**config.mk**
```make
export PLATFORM = sky130hd
export DESIGN_NAME = ddrt_timing_regs
export DESIGN_NICKNAME = d
export VERILOG_FILES = /design/src/hw/ddrt_pkg.sv /design/src/hw/ddrt_timing_regs.sv
export SDC_FILE = /design/constraint.sdc
export NUM_CORES = 2
export LEC_CHECK = 0
export BUFFER_PORTS_ARGS = -buffer_cell sky130_fd_sc_hd__buf_2
export CORE_ASPECT_RATIO = 0.6
export CORE_MARGIN = 2
export CORE_UTILIZATION = 50
export CTS_CLUSTER_DIAMETER = 50
export CTS_CLUSTER_SIZE = 14
export DETAILED_ROUTE_END_ITERATION = 6
export HOLD_SLACK_MARGIN = 0.12
export PLACE_DENSITY = 0.68
export SLEW_MARGIN = 20
export SYNTH_ARGS = -nofsm -noshare
export SYNTH_HDL_FRONTEND = slang
export SYNTH_SLANG_ARGS = --single-unit
```
**constraint.sdc**
```tcl
create_clock -name ref_clk -period 10.8 [get_ports ref_clk]
set_clock_uncertainty 0.2 [all_clocks]
set_input_delay 1.62 -clock ref_clk [delete_from_list [all_inputs] [get_ports ref_clk]]
set_output_delay 1.62 -clock ref_clk [all_outputs]
set_load 0.05 [all_outputs]
```
**src/hw/ddrt_pkg.sv**
```systemverilog
package ddrt_pkg;
	// byte addresses of the 32-bit words; each 64-bit register is low word then high word
	localparam logic [11:0] ACT_TIMING_OFF = 12'h0B0;
	localparam logic [11:0] ROW_TIMING_OFF = 12'h0C0;
	localparam logic [11:0] REF_INT_OFF    = 12'h110;
	localparam logic [11:0] NARROW_OFF     = 12'h120;
	localparam logic [11:0] ROW_MAX_OFF    = 12'h130;
	localparam logic [11:0] HI_WORD_OFF    = 12'h004;
	localparam logic [63:0] CFG_RST        = 64'h0;
	// field positions inside the 64-bit registers
	localparam int TRC_LSB      = 16;
	localparam int MODE_SET_WAIT_CYCLES_LSB     = 8;
	localparam int FOUR_ACTIVATE_WINDOW_LSB     = 0;
	localparam int REFRESH_DURATION_CYCLES_LSB     = 40;
	localparam int TRCD_LSB     = 32;
	localparam int ROW_OPEN_MIN_CYCLES_LSB = 24;
	localparam int OOR_LEN_LSB  = 16;
	localparam int U_SYND_LSB   = 8;
	localparam int C_SYND_LSB   = 0;
	localparam int REFRESH_INTERVAL_LSB     = 0;
	localparam int NARROW_LSB   = 48;
	localparam int ROW_OPEN_MAX_CYCLES_LSB = 48;
	localparam int POWERDOWN_EXIT_CYCLES_LSB    = 32;
	localparam int DLL_LOCK_CYCLES_LSB     = 16;
	localparam int CLOCK_TO_PRECHARGE_CYCLES_LSB     = 0;
	localparam logic [1:0]  RESP_OKAY   = 2'h0;
	localparam logic [1:0]  RESP_SLVERR = 2'h2;
	// cycles of warning given before a row reaches its longest open time
	localparam logic [15:0] CLOSE_LEAD  = 16'h0004;
endpackage

```
**src/hw/ddrt_timing_regs.sv**
```systemverilog
// Summary of operation
// RULE_01: an activate to a bank is permitted only after the activate-to-activate count since the last one.
// RULE_02: after a mode-register set no command is permitted for the mode-set wait count.
// RULE_03: with eight banks, no more than four activates fall within the four-activate window.
// RULE_04: after a refresh no command is permitted for the refresh duration count.
// RULE_05: a column command to a bank waits the row-to-column delay after its activate.
// RULE_06: a row stays open at least the minimum row-active count before precharge is permitted.
// RULE_07: an out-of-range host access records its command length in a read-only field.
// RULE_08: an uncorrectable two-bit ECC error records its syndrome in a read-only field.
// RULE_09: a corrected single-bit ECC error records its syndrome in a separate read-only field.
// RULE_10: refresh is requested periodically at the programmed refresh interval.
// RULE_11: a 16-bit mask decides whether host port 0 takes accesses narrower than 64 bits.
// RULE_12: a close request is raised before a row is open longer than the maximum row-active count.
// RULE_13: after a power-down exit no command is permitted for the power-down exit count.
// RULE_14: column commands wait for the DLL lock count after a DLL reset.
// RULE_15: precharge waits the clock-to-precharge count, in controller clock cycles.
// RULE_16: software writes to the syndrome and bad_range_cmd_len fields are ignored.
// RULE_17: software programs all timing fields for the attached memory before normal traffic.
`timescale 1ns/1ps
module ddrt_timing_regs #(
	parameter int NB = 8,
	parameter int AW = 12
) (
	input  wire logic          ref_clk,
	input  wire logic          resetn,
	input  wire logic [AW-1:0] s_axi_awaddr,
	input  wire logic          s_axi_awvalid,
	output logic               s_axi_awready,
	input  wire logic [31:0]   s_axi_wdata,
	input  wire logic [3:0]    s_axi_wstrb,
	input  wire logic          s_axi_wvalid,
	output logic               s_axi_wready,
	output logic [1:0]         s_axi_bresp,
	output logic               s_axi_bvalid,
	input  wire logic          s_axi_bready,
	input  wire logic [AW-1:0] s_axi_araddr,
	input  wire logic          s_axi_arvalid,
	output logic               s_axi_arready,
	output logic [31:0]        s_axi_rdata,
	output logic [1:0]         s_axi_rresp,
	output logic               s_axi_rvalid,
	input  wire logic          s_axi_rready,
	input  wire logic          eight_banks,
	input  wire logic          cmd_act,
	input  wire logic          cmd_col,
	input  wire logic          cmd_pre,
	input  wire logic          cmd_pre_all,
	input  wire logic          cmd_ref,
	input  wire logic          cmd_mrs,
	input  wire logic          cmd_pdx,
	input  wire logic          cmd_dll_rst,
	input  wire logic [$clog2(NB)-1:0] cmd_bank,
	input  wire logic          ecc_c_evt,
	input  wire logic [7:0]    corrected_syndrome,
	input  wire logic          ecc_u_evt,
	input  wire logic [7:0]    uncorrectable_syndrome,
	input  wire logic          oor_evt,
	input  wire logic [7:0]    oor_len,
	output logic               cmd_ok,
	output logic [NB-1:0]      act_ok,
	output logic [NB-1:0]      col_ok,
	output logic [NB-1:0]      pre_ok,
	output logic [NB-1:0]      close_req,
	output logic               ref_due,
	output logic [15:0]        port0_narrow_mask
);
	localparam int BW = $clog2(NB);

	typedef struct packed {
		logic [63:0]           act_cfg;
		logic [63:0]           row_cfg;
		logic [63:0]           ref_cfg;
		logic [63:0]           nar_cfg;
		logic [63:0]           max_cfg;
		logic                  aw_ok;
		logic                  aw_rdy;
		logic [AW-1:0]         aw_addr;
		logic                  w_ok;
		logic                  w_rdy;
		logic [31:0]           w_data;
		logic [3:0]            w_strb;
		logic                  bvalid;
		logic [1:0]            bresp;
		logic                  ar_rdy;
		logic                  rvalid;
		logic [31:0]           rdata;
		logic [1:0]            rresp;
		logic [NB-1:0]         open;
		logic [NB-1:0][15:0]   rc;
		logic [NB-1:0][15:0]   rcd;
		logic [NB-1:0][15:0]   rmin;
		logic [NB-1:0][15:0]   rmax;
		logic [3:0][15:0]      faw;
		logic [15:0]           blk;
		logic [15:0]           dll;
		logic [15:0]           cpd;
		logic [13:0]           refcnt;
		logic                  ref_due;
		logic                  cmd_ok;
		logic [NB-1:0]         act_ok;
		logic [NB-1:0]         col_ok;
		logic [NB-1:0]         pre_ok;
		logic [NB-1:0]         close_req;
	} ddrt_st_t;

	ddrt_st_t q;
	ddrt_st_t d;

	// a count of n permits the next command n cycles after the one that loaded it
	function automatic logic [15:0] ddrt_ld(input logic [15:0] n);
		ddrt_ld = (n == 16'h0000) ? 16'h0000 : n - 16'h0001;
	endfunction

	function automatic logic [15:0] ddrt_dec(input logic [15:0] n);
		ddrt_dec = (n == 16'h0000) ? 16'h0000 : n - 16'h0001;
	endfunction

	function automatic logic [15:0] ddrt_max(input logic [15:0] a, input logic [15:0] b);
		ddrt_max = (a > b) ? a : b;
	endfunction

	function automatic logic [31:0] ddrt_wm(
		input logic [31:0] old,
		input logic [31:0] nw,
		input logic [3:0]  st
	);
		logic [31:0] r;
		r = old;
		for (int i = 0; i < 4; i++) begin
			if (st[i]) begin
				r[8*i +: 8] = nw[8*i +: 8];
			end
		end
		ddrt_wm = r;
	endfunction

	logic [15:0] t_rc;
	logic [15:0] t_mrd;
	logic [15:0] t_faw;
	logic [15:0] t_rfc;
	logic [15:0] t_rcd;
	logic [15:0] t_rmin;
	logic [13:0] t_ref;
	logic [15:0] t_rmax;
	logic [15:0] t_pdex;
	logic [15:0] t_dll;
	logic [15:0] t_cpd;

	assign t_rc   = {11'h000, q.act_cfg[ddrt_pkg::TRC_LSB +: 5]};
	assign t_mrd  = {11'h000, q.act_cfg[ddrt_pkg::MODE_SET_WAIT_CYCLES_LSB +: 5]};
	assign t_faw  = {11'h000, q.act_cfg[ddrt_pkg::FOUR_ACTIVATE_WINDOW_LSB +: 5]};
	assign t_rfc  = {8'h00, q.row_cfg[ddrt_pkg::REFRESH_DURATION_CYCLES_LSB +: 8]};
	assign t_rcd  = {8'h00, q.row_cfg[ddrt_pkg::TRCD_LSB +: 8]};
	assign t_rmin = {8'h00, q.row_cfg[ddrt_pkg::ROW_OPEN_MIN_CYCLES_LSB +: 8]};
	assign t_ref  = q.ref_cfg[ddrt_pkg::REFRESH_INTERVAL_LSB +: 14];
	assign t_rmax = q.max_cfg[ddrt_pkg::ROW_OPEN_MAX_CYCLES_LSB +: 16];
	assign t_pdex = q.max_cfg[ddrt_pkg::POWERDOWN_EXIT_CYCLES_LSB +: 16];
	assign t_dll  = q.max_cfg[ddrt_pkg::DLL_LOCK_CYCLES_LSB +: 16];
	assign t_cpd  = q.max_cfg[ddrt_pkg::CLOCK_TO_PRECHARGE_CYCLES_LSB +: 16];

	always_comb begin
		logic        glob;
		logic        faw_ok;
		logic        hit;
		logic [31:0] wl;
		glob = 1'b0;
		faw_ok = 1'b0;
		hit = 1'b0;
		wl = 32'h0000_0000;
		d = q;

		// register bus: address and data are taken independently, answered together
		if (s_axi_awvalid && q.aw_rdy) begin
			d.aw_ok = 1'b1;
			d.aw_addr = s_axi_awaddr;
		end
		if (s_axi_wvalid && q.w_rdy) begin
			d.w_ok = 1'b1;
			d.w_data = s_axi_wdata;
			d.w_strb = s_axi_wstrb;
		end
		if (q.bvalid && s_axi_bready) begin
			d.bvalid = 1'b0;
		end
		if (q.aw_ok && q.w_ok && !q.bvalid) begin
			d.aw_ok = 1'b0;
			d.w_ok = 1'b0;
			d.bvalid = 1'b1;
			d.bresp = ddrt_pkg::RESP_OKAY;
			if (q.aw_addr == AW'(ddrt_pkg::ACT_TIMING_OFF)) begin
				d.act_cfg[31:0] = ddrt_wm(q.act_cfg[31:0], q.w_data, q.w_strb);
			end else if (q.aw_addr == AW'(ddrt_pkg::ACT_TIMING_OFF + ddrt_pkg::HI_WORD_OFF)) begin
				d.act_cfg[63:32] = ddrt_wm(q.act_cfg[63:32], q.w_data, q.w_strb);
			end else if (q.aw_addr == AW'(ddrt_pkg::ROW_TIMING_OFF)) begin
				wl = ddrt_wm(q.row_cfg[31:0], q.w_data, q.w_strb);
				d.row_cfg[31:24] = wl[31:24]; // RULE_16
			end else if (q.aw_addr == AW'(ddrt_pkg::ROW_TIMING_OFF + ddrt_pkg::HI_WORD_OFF)) begin
				d.row_cfg[63:32] = ddrt_wm(q.row_cfg[63:32], q.w_data, q.w_strb);
			end else if (q.aw_addr == AW'(ddrt_pkg::REF_INT_OFF)) begin
				d.ref_cfg[31:0] = ddrt_wm(q.ref_cfg[31:0], q.w_data, q.w_strb);
			end else if (q.aw_addr == AW'(ddrt_pkg::REF_INT_OFF + ddrt_pkg::HI_WORD_OFF)) begin
				d.ref_cfg[63:32] = ddrt_wm(q.ref_cfg[63:32], q.w_data, q.w_strb);
			end else if (q.aw_addr == AW'(ddrt_pkg::NARROW_OFF)) begin
				d.nar_cfg[31:0] = ddrt_wm(q.nar_cfg[31:0], q.w_data, q.w_strb);
			end else if (q.aw_addr == AW'(ddrt_pkg::NARROW_OFF + ddrt_pkg::HI_WORD_OFF)) begin
				d.nar_cfg[63:32] = ddrt_wm(q.nar_cfg[63:32], q.w_data, q.w_strb);
			end else if (q.aw_addr == AW'(ddrt_pkg::ROW_MAX_OFF)) begin
				d.max_cfg[31:0] = ddrt_wm(q.max_cfg[31:0], q.w_data, q.w_strb);
			end else if (q.aw_addr == AW'(ddrt_pkg::ROW_MAX_OFF + ddrt_pkg::HI_WORD_OFF)) begin
				d.max_cfg[63:32] = ddrt_wm(q.max_cfg[63:32], q.w_data, q.w_strb);
			end else begin
				d.bresp = ddrt_pkg::RESP_SLVERR;
			end
		end
		d.aw_rdy = !d.aw_ok;
		d.w_rdy = !d.w_ok;

		if (q.rvalid && s_axi_rready) begin
			d.rvalid = 1'b0;
		end
		if (s_axi_arvalid && q.ar_rdy) begin
			d.rvalid = 1'b1;
			d.rresp = ddrt_pkg::RESP_OKAY;
			if (s_axi_araddr == AW'(ddrt_pkg::ACT_TIMING_OFF)) begin
				d.rdata = q.act_cfg[31:0];
			end else if (s_axi_araddr == AW'(ddrt_pkg::ACT_TIMING_OFF + ddrt_pkg::HI_WORD_OFF)) begin
				d.rdata = q.act_cfg[63:32];
			end else if (s_axi_araddr == AW'(ddrt_pkg::ROW_TIMING_OFF)) begin
				d.rdata = q.row_cfg[31:0];
			end else if (s_axi_araddr == AW'(ddrt_pkg::ROW_TIMING_OFF + ddrt_pkg::HI_WORD_OFF)) begin
				d.rdata = q.row_cfg[63:32];
			end else if (s_axi_araddr == AW'(ddrt_pkg::REF_INT_OFF)) begin
				d.rdata = q.ref_cfg[31:0];
			end else if (s_axi_araddr == AW'(ddrt_pkg::REF_INT_OFF + ddrt_pkg::HI_WORD_OFF)) begin
				d.rdata = q.ref_cfg[63:32];
			end else if (s_axi_araddr == AW'(ddrt_pkg::NARROW_OFF)) begin
				d.rdata = q.nar_cfg[31:0];
			end else if (s_axi_araddr == AW'(ddrt_pkg::NARROW_OFF + ddrt_pkg::HI_WORD_OFF)) begin
				d.rdata = q.nar_cfg[63:32];
			end else if (s_axi_araddr == AW'(ddrt_pkg::ROW_MAX_OFF)) begin
				d.rdata = q.max_cfg[31:0];
			end else if (s_axi_araddr == AW'(ddrt_pkg::ROW_MAX_OFF + ddrt_pkg::HI_WORD_OFF)) begin
				d.rdata = q.max_cfg[63:32];
			end else begin
				d.rdata = 32'h0000_0000;
				d.rresp = ddrt_pkg::RESP_SLVERR;
			end
		end
		d.ar_rdy = !d.rvalid;

		// error capture; last event wins, older values are overwritten
		if (oor_evt) begin
			d.row_cfg[ddrt_pkg::OOR_LEN_LSB +: 8] = oor_len; // RULE_07
		end
		if (ecc_u_evt) begin
			d.row_cfg[ddrt_pkg::U_SYND_LSB +: 8] = uncorrectable_syndrome; // RULE_08
		end
		if (ecc_c_evt) begin
			d.row_cfg[ddrt_pkg::C_SYND_LSB +: 8] = corrected_syndrome; // RULE_09
		end

		// commands that hold off the whole device, then the DLL lock and clock-to-precharge waits
		d.blk = ddrt_dec(q.blk);
		if (cmd_mrs) begin
			d.blk = ddrt_max(d.blk, ddrt_ld(t_mrd)); // RULE_02
		end
		if (cmd_ref) begin
			d.blk = ddrt_max(d.blk, ddrt_ld(t_rfc)); // RULE_04
		end
		if (cmd_pdx) begin
			d.blk = ddrt_max(d.blk, ddrt_ld(t_pdex)); // RULE_13
		end
		d.dll = cmd_dll_rst ? ddrt_ld(t_dll) : ddrt_dec(q.dll); // RULE_14
		d.cpd = cmd_pdx ? ddrt_ld(t_cpd) : ddrt_dec(q.cpd); // RULE_15

		// four-activate window: four countdowns, the oldest gates the next activate
		for (int i = 0; i < 4; i++) begin
			d.faw[i] = ddrt_dec(q.faw[i]);
		end
		if (cmd_act) begin
			d.faw = {d.faw[2:0], ddrt_ld(t_faw)}; // RULE_03
		end

		// refresh interval; a zero interval disables the refresh timer
		if (cmd_ref) begin
			d.ref_due = 1'b0;
		end
		if (t_ref == 14'h0000) begin
			d.refcnt = 14'h0000;
		end else if (q.refcnt == 14'h0000) begin
			d.refcnt = t_ref - 14'h0001; // RULE_10
			d.ref_due = 1'b1;
		end else begin
			d.refcnt = q.refcnt - 14'h0001;
		end

		glob = (d.blk == 16'h0000);
		faw_ok = !eight_banks || (d.faw[3] == 16'h0000); // RULE_03
		d.cmd_ok = glob;
		for (int b = 0; b < NB; b++) begin
			hit = (cmd_bank == BW'(b));
			d.rc[b] = ddrt_dec(q.rc[b]);
			d.rcd[b] = ddrt_dec(q.rcd[b]);
			d.rmin[b] = ddrt_dec(q.rmin[b]);
			d.rmax[b] = ddrt_dec(q.rmax[b]);
			if (cmd_act && hit) begin
				d.open[b] = 1'b1;
				d.rc[b] = ddrt_ld(t_rc); // RULE_01
				d.rcd[b] = ddrt_ld(t_rcd); // RULE_05
				d.rmin[b] = ddrt_ld(t_rmin); // RULE_06
				d.rmax[b] = t_rmax; // RULE_12
			end
			if (cmd_pre && (hit || cmd_pre_all)) begin
				d.open[b] = 1'b0;
			end
			d.act_ok[b] = glob && faw_ok && !d.open[b] && (d.rc[b] == 16'h0000); // RULE_01
			// column commands also wait for the DLL after a reset of it
			d.col_ok[b] = glob && d.open[b] && (d.rcd[b] == 16'h0000)
				&& (d.dll == 16'h0000); // RULE_05 RULE_14
			d.pre_ok[b] = glob && d.open[b] && (d.rmin[b] == 16'h0000)
				&& (d.cpd == 16'h0000); // RULE_06 RULE_15
			// a zero maximum disables the close request
			d.close_req[b] = d.open[b] && (t_rmax != 16'h0000)
				&& (d.rmax[b] <= ddrt_pkg::CLOSE_LEAD); // RULE_12
		end
	end

	always_ff @(posedge ref_clk or negedge resetn) begin
		if (!resetn) begin
			q <= '0;
			q.act_cfg <= ddrt_pkg::CFG_RST;
			q.row_cfg <= ddrt_pkg::CFG_RST;
			q.ref_cfg <= ddrt_pkg::CFG_RST;
			q.nar_cfg <= ddrt_pkg::CFG_RST;
			q.max_cfg <= ddrt_pkg::CFG_RST;
		end else begin
			q <= d;
		end
	end

	assign s_axi_awready     = q.aw_rdy;
	assign s_axi_wready      = q.w_rdy;
	assign s_axi_bresp       = q.bresp;
	assign s_axi_bvalid      = q.bvalid;
	assign s_axi_arready     = q.ar_rdy;
	assign s_axi_rdata       = q.rdata;
	assign s_axi_rresp       = q.rresp;
	assign s_axi_rvalid      = q.rvalid;
	assign cmd_ok            = q.cmd_ok;
	assign act_ok            = q.act_ok;
	assign col_ok            = q.col_ok;
	assign pre_ok            = q.pre_ok;
	assign close_req         = q.close_req;
	assign ref_due           = q.ref_due;
	assign port0_narrow_mask = q.nar_cfg[ddrt_pkg::NARROW_LSB +: 16]; // RULE_11
endmodule

```
Yosys cells after proc, flatten, opt, wreduce, memory -nomap -nowiden
Index checks and enable logic that the tools add are counted.
Operators by class
  muxes and demuxes: 148
  equal/unequal tests: 27
  $add $sub $neg: 50
  $lt $le $gt $ge: 11
  reduce and logical (&&, ||, !) cells: 236
  bitwise operators: 9
Operators with widths (number)
  16-bit two-way mux: 88
  16-bit zero test: 76
  16-bit by 1-bit subtractor with 16-bit output (second input constant): 42
  32-bit two-way mux: 10
  12-bit by 9-bit equality test with 1-bit output (second input constant): 12
  16-bit by 3-bit less-or-equal comparator with 1-bit output (second input constant): 8
  12-bit by 8-bit equality test with 1-bit output (second input constant): 8
  1-bit logical AND: 96
  64-bit two-way mux: 1
  16-bit greater-than comparator: 3
  12-bit AND reduction: 4
  11-bit AND reduction: 4
  2-bit two-way mux: 20
  10-bit AND reduction: 4
  9-bit AND reduction: 4
  35-bit two-way mux: 1
  8-bit AND reduction: 4
  14-bit zero test: 2
  14-bit two-way mux: 2
  7-bit AND reduction: 4
  14-bit by 1-bit subtractor with 14-bit output (second input constant): 2
  8-bit by 1-bit subtractor with 9-bit output (second input constant): 3
  1-bit two-way mux: 25
  6-bit AND reduction: 4
  other kinds (14): 54
Storage, ports and cells
  input port bits: 106
  bits in registers: 1091
  output and inout bits: 91
  logic and storage cells: 581

Logic depth before layout (Yosys ltp)
  depth in word-level cells: 15
  depth in mapped cells: 33
  gate-level depth less buffers: 30

Worst setup path after synthesis
OpenSTA, ideal clock, no wires.
  path type: reg-to-reg
  from: register q[84] in the netlist's numbering
  to: register q, in the netlist act_ok[0]
  period minus slack after synthesis: 8.053 ns
  path buffers: 4
  arrival: 7.716 ns
  cell stages (with the launch flop): 30
  required time: 10.462 ns
  library setup time: 0.138 ns
  path slack: 2.747 ns
  path through: dfrtp_1 > nor4_1 > nand3_1 > nor3b_1 > mux2_2 > ha_1 > nand4_1 > nor4_1 > o21ai_0 > and3_1 > o21ai_0 > o21ai_0 > ha_1 > nand4_1 > nor3_1 > a21boi_0 > o31a_1 > clkbuf_1 > clkbuf_1 > and2_1 > ha_1 > a21o_1 > a21o_1 > a211o_1 > a311o_1 > and2_1 > clkbuf_1 > a41oi_1 > clkbuf_1 > nor4_1
RTL lines
  start: declaration: RTL line ddrt_timing_regs.sv:106  | ddrt_st_t q;

==> run_results.csv <==
group,metric,value,unit
floorplanning,top_level_ports,197,
detailed_routing,vias,47950,
layout,multi_input_area,0.02942,mm2
clock_network,cts_root_buf,"clkbuf_16",
job,cap_violations,0,
global_route,grt_pass1_wl,269700,um
sta,setup_violations,0,
clock_network,cts_tree,"yes",
detailed_routing,drtAntennaViolNets,0,
sta,fin_crit_sh,89.64,%
detailed_routing,drc,0,
power,p_total,17620,uW
sta,finalHoldViolCount,0,
critical_path,crit_fanout,25,
worst_hold_path,hold_path.class,"reg -> reg",
placement,placed_area,0.06113,mm2
floorplanning,fp.dieH,269.7,um
power,ir_drop,0.0004252,V
sta,rsz0062_at_grt,"no",
sta,hold_slack,0.2851,ns
synth,yosysWarningCount,0,
layout,seqCellArea,0.02725,mm2
synth,avgSynthCellArea,9.843,um2
synth,synth_edf_count,0,
placement,port_buffers,193,
layout,final_area,0.06412,mm2
floorplanning,dieWidth,446.9,um
clock_network,cts_resized,0,
floorplanning,initial_utilization,50.40,%
synth,ys_top_cells_by_count,"1,089 x dfrtp_1, 487 x nor2_1, 435 x nand2_1",
clock_network,cts-buffers-inserted,98,
critical_path,reg2reg_depth,26,
detailed_routing,wl_per_cell,22.81,um
sta,tns,0,ns
synth,synth_top_area_share,46.31,%
synth,synth.most_common_cell,"dfrtp_1",
clock_network,clkTransAtPathRegs,0.06,ns
global_route,grt_overflow,0,
layout,fillers,10280,
synth,synth_area_leader_cell,"dfrtp_1",
clock_network,htree_levels,3,
layout,antenna_cells,0,
floorplanning,core-area,0.1168,mm2
layout,final_util,54.92,%
critical_path,cp-end-kind,"flip-flop",
synth,ys_ff_latch,1089,
critical_path,worstSetupPathType,"reg -> reg",
floorplanning,fp-row-count,97,
layout,area_growth,8.967,%
sta,max_freq,103.3,MHz
clock_network,ctsHoldBuffers,0,
detailed_routing,drt_iter0_markers,5484,
worst_hold_path,holdPathStages,2,
clock_network,clock-sinks,1089,
clock_network,post_cts_buffers,0,
global_route,grt_pass1_vias,44810,
synth,synthFlopType,"dfrtp_1",
synth,async_reset_ff_share,100.0,%
critical_path,arrival,10.08,ns
detailed_routing,viasPerCell,6.274,
placement,gp_congestion,0.9203,
critical_path,crit_required,11.20,ns
sta,max-slew-margin-rel,25.71,%
detailed_routing,drt_wl_total,174300,um
global_route,antenna_found_initial,4,
layout,fin_nets,6222,
sta,period_minus_slack,9.681,ns
synth,syn_inst,5978,
synth,ys_top_cells_by_area,"dfrtp_1 46%, mux2_2 6.8%, xnor2_1 4.9%",
sta,slew_viol_final,0,
global_route,grt_max_degree,156,
floorplanning,dieArea,0.1205,mm2
layout,drive_above_1_share,15.12,%
critical_path,start_kind,"flip-flop",
sta,worstMarginPinSlew,1.093,ns
synth,synth-seq-area-share,46.31,%
power,p_leak,0.02811,uW
detailed_routing,first_pass_iters,6,
clock_network,clock_path_buffers,3,
synth,syn-cell-area,0.05884,mm2
run_status,status,"finished, final reports clean",
power,p_per_area,274.9,mW/mm2
synth,synth_cell_type_count,93,
global_route,grt_usage,28.52,%
clock_network,clk_latency,0.75,ns
placement,place_hpwl,123700,um
## stage by stage
| step | setup slack, ns | instances |
|---|---|---|
| 4_1_cts | 1.340 | 7640 |
| 2_1_floorplan | 2.747 | 5986 |
| 3_5_place_dp | 1.339 | 7501 |
| 3_3_place_gp | 1.576 | 7501 |
| 5_1_grt | 0.3211 | 7642 |
| 6_report | 1.119 | 7642 |
## power by group
part           switching [uW]  internal (uW)  leakage [uW]  total, uW
sequential               1410           5210        0.0143       6620
clock                    1620           1790       0.00143       3410
combinational            4560           3030        0.0123       7600
## worst paths after layout
path	startpoint	endpoint	slack [ns]
min in group asynchronous	resetn	q[526]	0.70
max in group asynchronous	resetn	port0_narrow_mask[7]	7.53
min	s_axi_rdata[31]	s_axi_rdata[31]	0.29
max reg2reg	q[84]	act_ok[0]	1.12
min reg2reg	s_axi_rdata[31]	s_axi_rdata[31]	0.29
max	q[84]	act_ok[0]	1.12
## state kept, by name, summed over array words and instances (netlist names), 8 cells and up
| signal | cells |
|---|---|
| s_axi_rdata | 32 |
| col_ok | 8 |
| pre_ok | 8 |
| q | 1000 |
| act_ok | 8 |
| port0_narrow_mask | 16 |
| close_req | 8 |
## kinds of logic (layout without fill, tap and decap cells)
family	Yosys count	count (layout)	synth area share, %
AOI/OAI and AO/OA	1236	1236	13.78
xor gates and xnor gates	509	509	7.576
adders and majority gates	97	97	2.063
buffers and inverters	541	613	4.036
DFF	1089	1089	46.31
muxes	399	399	7.544
other	2	10	0.01276
and+or+nand+nor	2105	2105	18.67
## worst max-delay path, cell delays in order, from the launching register on
cell	delay, ns
dfrtp_1	0.42
nor4_1	0.69
nand3_1	0.32
nor3b_1	0.31
mux2_2	0.40
ha_1	0.30
nand4_1	0.18
nor4_1	0.65
nand4_1	0.48
a21oi_1	0.62
nor2_1	0.12
ha_1	0.33
nand4_1	0.30
nor3_1	0.32
a21boi_0	0.28
o31a_1	0.66
o211ai_1	0.47
inv_1	0.14
ha_1	0.13
nand4_1	0.15
nor2_1	0.27
a311o_1	0.27
and2_1	0.39
a21boi_0	0.36
a41oi_4	0.16
buf_4	0.31
nor4_1	0.33
## final cells by class
| class | instances | share of cell area (%) |
|---|---|---|
| clock buffer | 113 | 4.121 |
| clock inverter | 26 | 0.4898 |
| inverter | 163 | 0.9542 |
| multi-input combinational | 4356 | 45.88 |
| sequential | 1089 | 42.50 |
| tap | 1584 | 3.091 |
| timing repair buffer | 311 | 2.962 |
## metal layers
metal,vias to the layer above,wire [um],track usage [%]
met5,-,14,0
met4,2,3887,6.588
met3,265,16910,6.666
met2,2017,70330,38.39
met1,23840,83160,45.60
li1,21820,-,-
## cell usage in the layout, fill, tap and decap left out, drive strengths merged, types with 43 or more instances in the layout
cell type	netlist	routed
nand3	102	102
a21oi	169	169
buf	131	311
inv	163	168
o22ai	203	203
nor2b	51	51
or3	110	110
xor2	182	182
xnor2	327	327
mux2i	43	43
ha	97	97
nand2b	70	70
nand2	435	435
mux2	356	356
dfrtp	1089	1089
or4	87	87
nor2	487	487
o31ai	76	76
nor3	242	242
o21ai	376	376
nand4	68	68
a31oi	46	46
nor4	213	213
clkbuf	247	113
Power figures use the tool's default switching activity.
